**src/secc_params.svh**
```systemverilog
// Offsets, field positions, reset values and timing counts of the serial ROM command block
`ifndef SECC_PARAMS_SVH
`define SECC_PARAMS_SVH

`define SECC_CMD_OFS 8'hB0
`define SECC_DATA_OFS 8'hB4
`define SECC_ISTAT_OFS 8'hB8
`define SECC_IEN_OFS 8'hBC
`define SECC_ICLR_OFS 8'hC0

`define SECC_BUSY_BIT 31
`define SECC_OP_HI 30
`define SECC_OP_LO 28
`define SECC_ADDR_HI 7
`define SECC_ADDR_LO 0
`define SECC_DATA_HI 7
`define SECC_DATA_LO 0

`define SECC_IRQ_DONE_BIT 0
`define SECC_IRQ_TMO_BIT 1

`define SECC_OP_RST 3'h0
`define SECC_ADDR_RST 8'h00
`define SECC_DATA_RST 8'h00
`define SECC_IRQ_RST 2'h0
`define SECC_HWADDR_RST 48'h0000_0000_0000

`define SECC_BOOT_BASE 8'h00
`define SECC_BOOT_LAST 3'h5

`define SECC_CLK_PERIOD_NS 50
`define SECC_TIMEOUT_US 1000
`define SECC_TIMEOUT_CYC ((`SECC_TIMEOUT_US * 1000) / `SECC_CLK_PERIOD_NS)

`endif

```
**src/secc_pkg.sv**
```systemverilog
// Types shared by the serial ROM command block
package secc_pkg;
  typedef logic [2:0] secc_op_t;
  typedef enum logic [1:0] {
    BOOT_REQ,
    BOOT_WAIT,
    IDLE,
    RUN
  } secc_state_t;
endpackage

```
**src/secc_tmo_if.sv**
```systemverilog
// Link between the command controller and its timeout counter
`timescale 1ns/100ps
interface secc_tmo_if;
  logic start;
  logic run;
  logic expired;
  modport ctrl (output start, output run, input expired);
  modport timer (input start, input run, output expired);
endinterface

```
**src/secc_ctrl.sv**
```systemverilog
// Serial ROM command controller with AHB-Lite register slave
//
// Our own choice: the AHB-Lite interface to the registers.
`timescale 1ns/100ps
`include "secc_params.svh"

module secc_ctrl import secc_pkg::*; #(
  parameter int TIMEOUT_CYC = `SECC_TIMEOUT_CYC
) (
  // Clock and reset
  input wire logic CLK,
  input wire logic RST,
  // AHB-Lite slave
  input wire logic HSEL,
  input wire logic [31:0] HADDR,
  input wire logic [1:0] HTRANS,
  input wire logic HWRITE,
  input wire logic [2:0] HSIZE,
  input wire logic [31:0] HWDATA,
  input wire logic HREADY,
  output logic HREADYOUT,
  output logic HRESP,
  output logic [31:0] HRDATA,
  // Serial ROM engine
  output logic ROM_REQ,
  output logic [2:0] ROM_OP,
  output logic [7:0] ROM_ADDR,
  output logic [7:0] ROM_WDATA,
  input wire logic ROM_DONE,
  input wire logic [7:0] ROM_RDATA,
  // Status
  output logic [47:0] HW_ADDR,
  output logic IRQ
);
  localparam secc_op_t OP_READ = 3'h0;

  function automatic logic reg_hit(input logic [7:0] a, input logic [7:0] ofs);
    reg_hit = (a == ofs);
  endfunction

  secc_tmo_if tmo ();

  secc_timer #(.LIMIT(TIMEOUT_CYC)) u_timer (
    .clk(CLK),
    .rst(RST),
    .tmo(tmo)
  );

  // Bus address phase capture
  logic wr_pend_r;
  logic wr_pend_nxt;
  logic [7:0] wr_addr_r;
  logic [7:0] wr_addr_nxt;
  logic [31:0] rdata_r;
  logic [31:0] rdata_nxt;
  logic ap_valid;

  // Controller state
  secc_state_t state_r;
  secc_state_t state_nxt;
  logic busy_r;
  logic busy_nxt;
  secc_op_t op_r;
  secc_op_t op_nxt;
  logic [7:0] addr_r;
  logic [7:0] addr_nxt;
  logic [7:0] data_r;
  logic [7:0] data_nxt;
  logic [2:0] boot_idx_r;
  logic [2:0] boot_idx_nxt;
  logic [47:0] hwaddr_r;
  logic [47:0] hwaddr_nxt;
  logic req_r;
  logic req_nxt;
  logic [1:0] istat_r;
  logic [1:0] istat_nxt;
  logic [1:0] ien_r;
  logic [1:0] ien_nxt;
  logic [1:0] ev;
  logic [1:0] clr;

  assign ap_valid = HSEL && HREADY && HTRANS[1];

  always_comb begin
    wr_pend_nxt = 1'b0;
    wr_addr_nxt = wr_addr_r;
    rdata_nxt = rdata_r;
    if (ap_valid) begin
      wr_pend_nxt = HWRITE;
      wr_addr_nxt = HADDR[7:0];
      rdata_nxt = 32'h0000_0000;
      if (!HWRITE) begin
        if (reg_hit(HADDR[7:0], `SECC_CMD_OFS)) begin
          rdata_nxt[`SECC_BUSY_BIT] = busy_r;
          rdata_nxt[`SECC_OP_HI:`SECC_OP_LO] = op_r;
          rdata_nxt[`SECC_ADDR_HI:`SECC_ADDR_LO] = addr_r;
        end else if (reg_hit(HADDR[7:0], `SECC_DATA_OFS)) begin
          rdata_nxt[`SECC_DATA_HI:`SECC_DATA_LO] = data_r;
        end else if (reg_hit(HADDR[7:0], `SECC_ISTAT_OFS)) begin
          rdata_nxt[1:0] = istat_r;
        end else if (reg_hit(HADDR[7:0], `SECC_IEN_OFS)) begin
          rdata_nxt[1:0] = ien_r;
        end
      end
    end
  end

  always_comb begin
    state_nxt = state_r;
    busy_nxt = busy_r;
    op_nxt = op_r;
    addr_nxt = addr_r;
    data_nxt = data_r;
    boot_idx_nxt = boot_idx_r;
    hwaddr_nxt = hwaddr_r;
    req_nxt = 1'b0;
    ev = 2'b00;
    clr = 2'b00;
    tmo.start = 1'b0;
    tmo.run = 1'b0;
    case (state_r)
      BOOT_REQ: begin
        req_nxt = 1'b1;
        tmo.start = 1'b1;
        tmo.run = 1'b1;
        op_nxt = OP_READ;
        addr_nxt = `SECC_BOOT_BASE + 8'(boot_idx_r);
        state_nxt = BOOT_WAIT;
      end
      BOOT_WAIT: begin
        tmo.run = 1'b1;
        if (ROM_DONE) begin
          hwaddr_nxt[boot_idx_r * 8 +: 8] = ROM_RDATA;
          if (boot_idx_r == `SECC_BOOT_LAST) begin
            busy_nxt = 1'b0;
            op_nxt = `SECC_OP_RST;
            addr_nxt = `SECC_ADDR_RST;
            state_nxt = IDLE;
          end else begin
            boot_idx_nxt = boot_idx_r + 3'h1;
            state_nxt = BOOT_REQ;
          end
        end else if (tmo.expired) begin
          // Missing device: give up the load and leave the address cleared
          busy_nxt = 1'b0;
          op_nxt = `SECC_OP_RST;
          addr_nxt = `SECC_ADDR_RST;
          state_nxt = IDLE;
        end
      end
      IDLE: begin
        // Command and data writes during busy are ignored, protecting the command in flight
        if (wr_pend_r && reg_hit(wr_addr_r, `SECC_CMD_OFS)) begin
          op_nxt = HWDATA[`SECC_OP_HI:`SECC_OP_LO];
          addr_nxt = HWDATA[`SECC_ADDR_HI:`SECC_ADDR_LO];
          if (HWDATA[`SECC_BUSY_BIT]) begin
            busy_nxt = 1'b1;
            req_nxt = 1'b1;
            tmo.start = 1'b1;
            state_nxt = RUN;
          end
        end
        if (wr_pend_r && reg_hit(wr_addr_r, `SECC_DATA_OFS)) begin
          data_nxt = HWDATA[`SECC_DATA_HI:`SECC_DATA_LO];
        end
      end
      RUN: begin
        tmo.run = 1'b1;
        if (ROM_DONE) begin
          if (op_r == OP_READ) begin
            data_nxt = ROM_RDATA;
          end
          busy_nxt = 1'b0;
          ev[`SECC_IRQ_DONE_BIT] = 1'b1;
          state_nxt = IDLE;
        end else if (tmo.expired) begin
          busy_nxt = 1'b0;
          ev[`SECC_IRQ_TMO_BIT] = 1'b1;
          state_nxt = IDLE;
        end
      end
      default: begin
        state_nxt = IDLE;
        busy_nxt = 1'b0;
      end
    endcase
    ien_nxt = ien_r;
    if (wr_pend_r && reg_hit(wr_addr_r, `SECC_IEN_OFS)) begin
      ien_nxt = HWDATA[1:0];
    end
    if (wr_pend_r && reg_hit(wr_addr_r, `SECC_ICLR_OFS)) begin
      clr = HWDATA[1:0];
    end
    // A new event in the clearing cycle survives
    istat_nxt = (istat_r & ~clr) | ev;
  end

  always_ff @(posedge CLK) begin
    if (RST) begin
      wr_pend_r <= 1'b0;
      wr_addr_r <= 8'h00;
      rdata_r <= 32'h0000_0000;
      state_r <= BOOT_REQ;
      busy_r <= 1'b1;
      op_r <= `SECC_OP_RST;
      addr_r <= `SECC_ADDR_RST;
      data_r <= `SECC_DATA_RST;
      boot_idx_r <= 3'h0;
      hwaddr_r <= `SECC_HWADDR_RST;
      req_r <= 1'b0;
      istat_r <= `SECC_IRQ_RST;
      ien_r <= `SECC_IRQ_RST;
    end else begin
      wr_pend_r <= wr_pend_nxt;
      wr_addr_r <= wr_addr_nxt;
      rdata_r <= rdata_nxt;
      state_r <= state_nxt;
      busy_r <= busy_nxt;
      op_r <= op_nxt;
      addr_r <= addr_nxt;
      data_r <= data_nxt;
      boot_idx_r <= boot_idx_nxt;
      hwaddr_r <= hwaddr_nxt;
      req_r <= req_nxt;
      istat_r <= istat_nxt;
      ien_r <= ien_nxt;
    end
  end

  assign HREADYOUT = 1'b1;
  assign HRESP = 1'b0;
  assign HRDATA = rdata_r;
  assign ROM_REQ = req_r;
  assign ROM_OP = op_r;
  assign ROM_ADDR = addr_r;
  assign ROM_WDATA = data_r;
  assign HW_ADDR = hwaddr_r;
  assign IRQ = |(istat_r & ien_r);
endmodule

```
**src/secc_timer.sv**
```systemverilog
// Command timeout counter
`timescale 1ns/100ps
module secc_timer #(
  parameter int LIMIT = 20000
) (
  // Clock and reset
  input wire logic clk,
  input wire logic rst,
  // Control
  secc_tmo_if.timer tmo
);
  logic [31:0] cnt_r;
  logic [31:0] cnt_nxt;

  always_comb begin
    cnt_nxt = cnt_r;
    if (tmo.start) begin
      cnt_nxt = 32'h0000_0000;
    end else if (tmo.run && !tmo.expired) begin
      cnt_nxt = cnt_r + 32'h0000_0001;
    end
  end

  // Counts only while a command waits, so an absent device cannot stall the controller forever
  assign tmo.expired = tmo.run && !tmo.start && (cnt_r == 32'(LIMIT - 1));

  always_ff @(posedge clk) begin
    if (rst) begin
      cnt_r <= 32'h0000_0000;
    end else begin
      cnt_r <= cnt_nxt;
    end
  end
endmodule

```
**config.mk**
```make
export PLATFORM = sky130hd
export DESIGN_NAME = secc_ctrl
export DESIGN_NICKNAME = d
export VERILOG_FILES = /design/src/secc_pkg.sv /design/src/secc_tmo_if.sv /design/src/secc_ctrl.sv /design/src/secc_timer.sv
export VERILOG_INCLUDE_DIRS = /design/src
export SDC_FILE = /design/constraint.sdc
export NUM_CORES = 1
export LEC_CHECK = 0
export BUFFER_PORTS_ARGS = -buffer_cell sky130_fd_sc_hd__buf_2
export CORE_AREA = 2 2 128 130
export DETAILED_ROUTE_END_ITERATION = 6
export DIE_AREA = 0 0 130 132
export PLACE_DENSITY = 0.63
export SLEW_MARGIN = 20
export SYNTH_ARGS = -nofsm -noshare
export SYNTH_HDL_FRONTEND = slang
export SYNTH_HIERARCHICAL = 1
export SYNTH_SLANG_ARGS = --single-unit
```
**constraint.sdc**
```tcl
create_clock -name CLK -period 5.43 [get_ports CLK]
set_input_delay 0.543 -clock CLK [delete_from_list [all_inputs] [get_ports CLK]]
set_output_delay 0.543 -clock CLK [all_outputs]
set_load 0.05 [all_outputs]
```
==> results.md <==
Critical path:
- The worst-path maximum fanout is 13.
- The type of the setup path with the least slack is flop to flop.
- The critical path's top delay family is simple AND/OR/NAND/NOR gates.
- The worst setup path is launched from a flop.
- The largest single stage delay on the critical path is around 670 ps.
- In this run the register-to-register setup slack is 1630 ps.
- The critical path goes through inv_1, ha_1, a21o_1, nor4_1, nand3_1, nor4_1, nand2b_1, a31oi_4, and4b_1, a22o_1.
- The most numerous cell on the critical path is nor4_1.
- The endpoint kind of the worst setup timing path is a flop.
- The data arrival time of the worst path is about 4200 ps.
- The buffering stage count on the worst path with inverters included is 1.
- The slowest stage of the critical path belongs to the cell nor4_1.
- The required time of the worst setup path is 5790 ps.

STA:
- Setup violations remaining at the end of the flow were counted as 0.
- The actual slew at the worst max-slew pin is about 1000 ps.
- The post-route fraction of the period consumed by the critical path is between 60 and 70%.
- The post-route clock skew is ~7.7 ps.
- The achievable clock frequency is between 200 and 300 MHz.
- The number of failing hold endpoints at the final stage came to 0.
- Setup repair after global routing left no endpoint under its margin.
- Across all setup checks in the final design, the least slack found is 1630 ps.
- The worst pin sits at a relative slew slack of between 20% and 30%.
- The time the worst path needs with I/O delays and setup is 3800 ps.
- After routing, the total negative slack on setup checks comes to 0 ps.
- The minimum hold slack is around 340 ps.
- The count of final max-slew check failures came to 0.

Pwr:
- The leakage power of the design is just over 3 nW.
- The total power divided by cell area is 309 nW/um^2.
- The peak ir drop on the vdd network is about 220 uV.
- The total power draw is between 2 and 2.5 mW.

Cells and area:
- Leaving out fill and tap cells, the most frequent cell in the layout is dfxtp_1.
- The final design area excluding fillers is between 7000 and 8000 sq um.
- The share of the core filled with cells is 48.3%.
- Excluding fillers, the count of instances in the completed layout stands at roughly 1100.
- 0 antenna diodes ended up in the layout.
- The share of final-layout standard cells stronger than drive strength 1 is about a fifth.
- Relative to the synthesized area, the layout overhead comes to 19.4%.
- After the last flow step, the layout net total stands at roughly 930.
- Leaving out fill and tap cells, the most frequent cells in the layout are dfxtp_1, buf_2, nand2_1, a21oi_1, nor2_1.

Placed design:
- The number of buffers added on ports is about 120.
- After detailed placement, the design holds a cell count of around 1000.
- The HPWL after detailed placement is around 11 mm.
- The placed standard-cell area is between 6000 and 7000 sq um.
- Prior to clock tree synthesis, the placed netlist has a worst setup slack of 1680 ps.
- Routability-driven placement finished with a final weighted congestion of slightly below 0.8.

CTS:
- The clock passes through at most 2 buffers.
- The clock latency on the worst-skew pair is between 400 and 500 ps.
- The clock tree synthesis step divided the H-tree into 4 levels.
- Buffers inserted to repair hold after CTS numbered 0.
- The number of buffers created by CTS is 17.
- CTS saw roughly 130 sinks.
- The number of buffers inserted by post-CTS setup repair is 0.
- The cell sitting at the root of the clock tree is a clkbuf_16.
- The clock tree from TritonCTS is done.
- The clock-pin slew on the worst setup and hold paths is roughly 60 ps.
- The post-cts resize count is 0.

Routing:
- The routed design has 16.1 mm of wire.
- The number of nets still failing antenna checks after routing is 0.
- Summing over every cut layer, the via total after detailed routing is 5647.
- The first routing iteration left between 300 and 400 violations.
- Dividing the detail-routed wire length by the instance count gives ~15 microns.
- In the routed layout, each cell is associated on average with a via count of ~5.3.
- In the routed design, unresolved DRC markers number 0.
- Before antenna repair, the detailed router went through 5 iterations.

GRT:
- For this run the aggregate overflow at the end of global routing stands at 0.
- The number of global-route vias before repair is ~5000.
- The total global-route track usage is approximately a fifth.
- The first global-routing pass estimated between 20 and 30 mm of wire.
- The largest net degree at the start of global routing is between 60 and 70.
- The initial antenna violation count was 0.

Yosys:
- The gate count after technology mapping is 737.
- After synthesis, the share of flip-flops with an asynchronous set or reset is 0%.
- The share of synthesized area occupied by flip-flops and latches is 41.2%.
- The number of synthesized flops with an enable pin is 0.
- The largest total area in the synthesized netlist belongs to dfxtp_1.
- The combined area of all synthesized cells is 6360 sq um.
- The count of warnings emitted by yosys is 6.
- The top cell type's share of synthesized area is approximately two fifths.
- The flip-flop and latch count after synthesis is roughly 130.
- In this run, distinct cell masters in the synthesized netlist total 70.
- Yosys attributes the largest share of cell area to dfxtp_1, mux2i_1, nand2_1.
- The average instance area after synthesis is approximately 8.6 sq um.
- In the synthesized netlist the dominant register cell turns out to be dfxtp_1.

Floorplanning:
- The floorplan row count is 46.
- The die boundary height is between 100 and 150 microns.
- The area inside the core boundary is between 15000 and 20000 sq um.
- The overall die width is 130 microns.
- The die covers around 17000 sq um.
- The number of top-level pins is roughly 190.
- For this configuration, the core starts out at a cell density of 40.5%.

Worst hold path:
- The class of the worst hold path is input pin to flop.

Flow run:
- The number of violations of the max-capacitance limit is 0.

Outcome:
- The flow ran to the end, and the final reports show no timing, DRC or antenna violations.
## layer usage
| metal | vias to the layer above | global-route usage [%] | share of wire, % |
|---|---|---|---|
| met5 | - | 0 | 0 |
| met4 | 0 | 4.72 | 1.0 |
| met3 | 12 | 5.97 | 6.9 |
| met2 | 161 | 27.9 | 44 |
| met1 | 2659 | 26.5 | 48 |
| li1 | 2815 | - | - |
## synth_stat cells, drive strengths merged (8+ instances only)
master,n
buf,33
nor4,20
a22oi,10
clkbuf,27
nor2,55
nor3,11
inv,16
nand3,46
o21ai,22
a22o,9
and2,17
or4,17
a21oi,59
ha,12
or3,20
mux2i,45
nand2,85
nor2b,10
dfxtp,131
nand4,14
xnor2,8
## layout make-up
type                            count  area (sq um)
Fill cell                        1568          8120
Multi-Input combinational cell    550          3430
Sequential cell                   131          2620
Timing Repair Buffer              117           593
Clock buffer                       22           494
Tap cell                          216           270
Clock inverter                     10           121
Inverter                           16          60.1
## worst paths after layout
kind,startpoint,end,depth (start not counted)
worst max register to register,state_r[0],ROM_ADDR[5],10
worst max-delay path,state_r[0],ROM_ADDR[5],10
worst min-delay path,HWDATA[30],ROM_OP[2],2
worst min register to register,HRDATA[7],HRDATA[7],2
## flip-flops by register name, summed over array words and instances (netlist names)
signal and cells:
u_timer/cnt_r 32, ROM_OP 3, busy_r 1, istat_r 2, ROM_WDATA 8, wr_pend_r 1
ien_r 2, state_r 2, HRDATA 12, ROM_ADDR 8, boot_idx_r 3, HW_ADDR 48
ROM_REQ 1, wr_addr_r 8
## worst reg2reg max path, delay by kind of cell, from the launching register on
kind / cells / cell delay [ps]
flops: 1 / 450
buf+inv: 1 / 150
compound gates: 3 / 890
simple gates: 5 / 1830
fa+ha+maj: 1 / 410
## kinds of logic after synthesis
kind of cell	after synthesis	share of synthesized area, %
fa+ha+maj	12	2.36
simple gates	331	28.3
xor+xnor	9	1.24
mux	45	7.08
buf+inv	76	6.06
compound gates	131	13.6
other cells	2	0.118
flops	131	41.2
## power by group
part	internal [mW]	switching (mW)
clock network	0.740	0.438
registers	0.974	0.0134
logic	0.0469	0.138
total	1.76	0.589
Power figures use the tool's default switching activity.
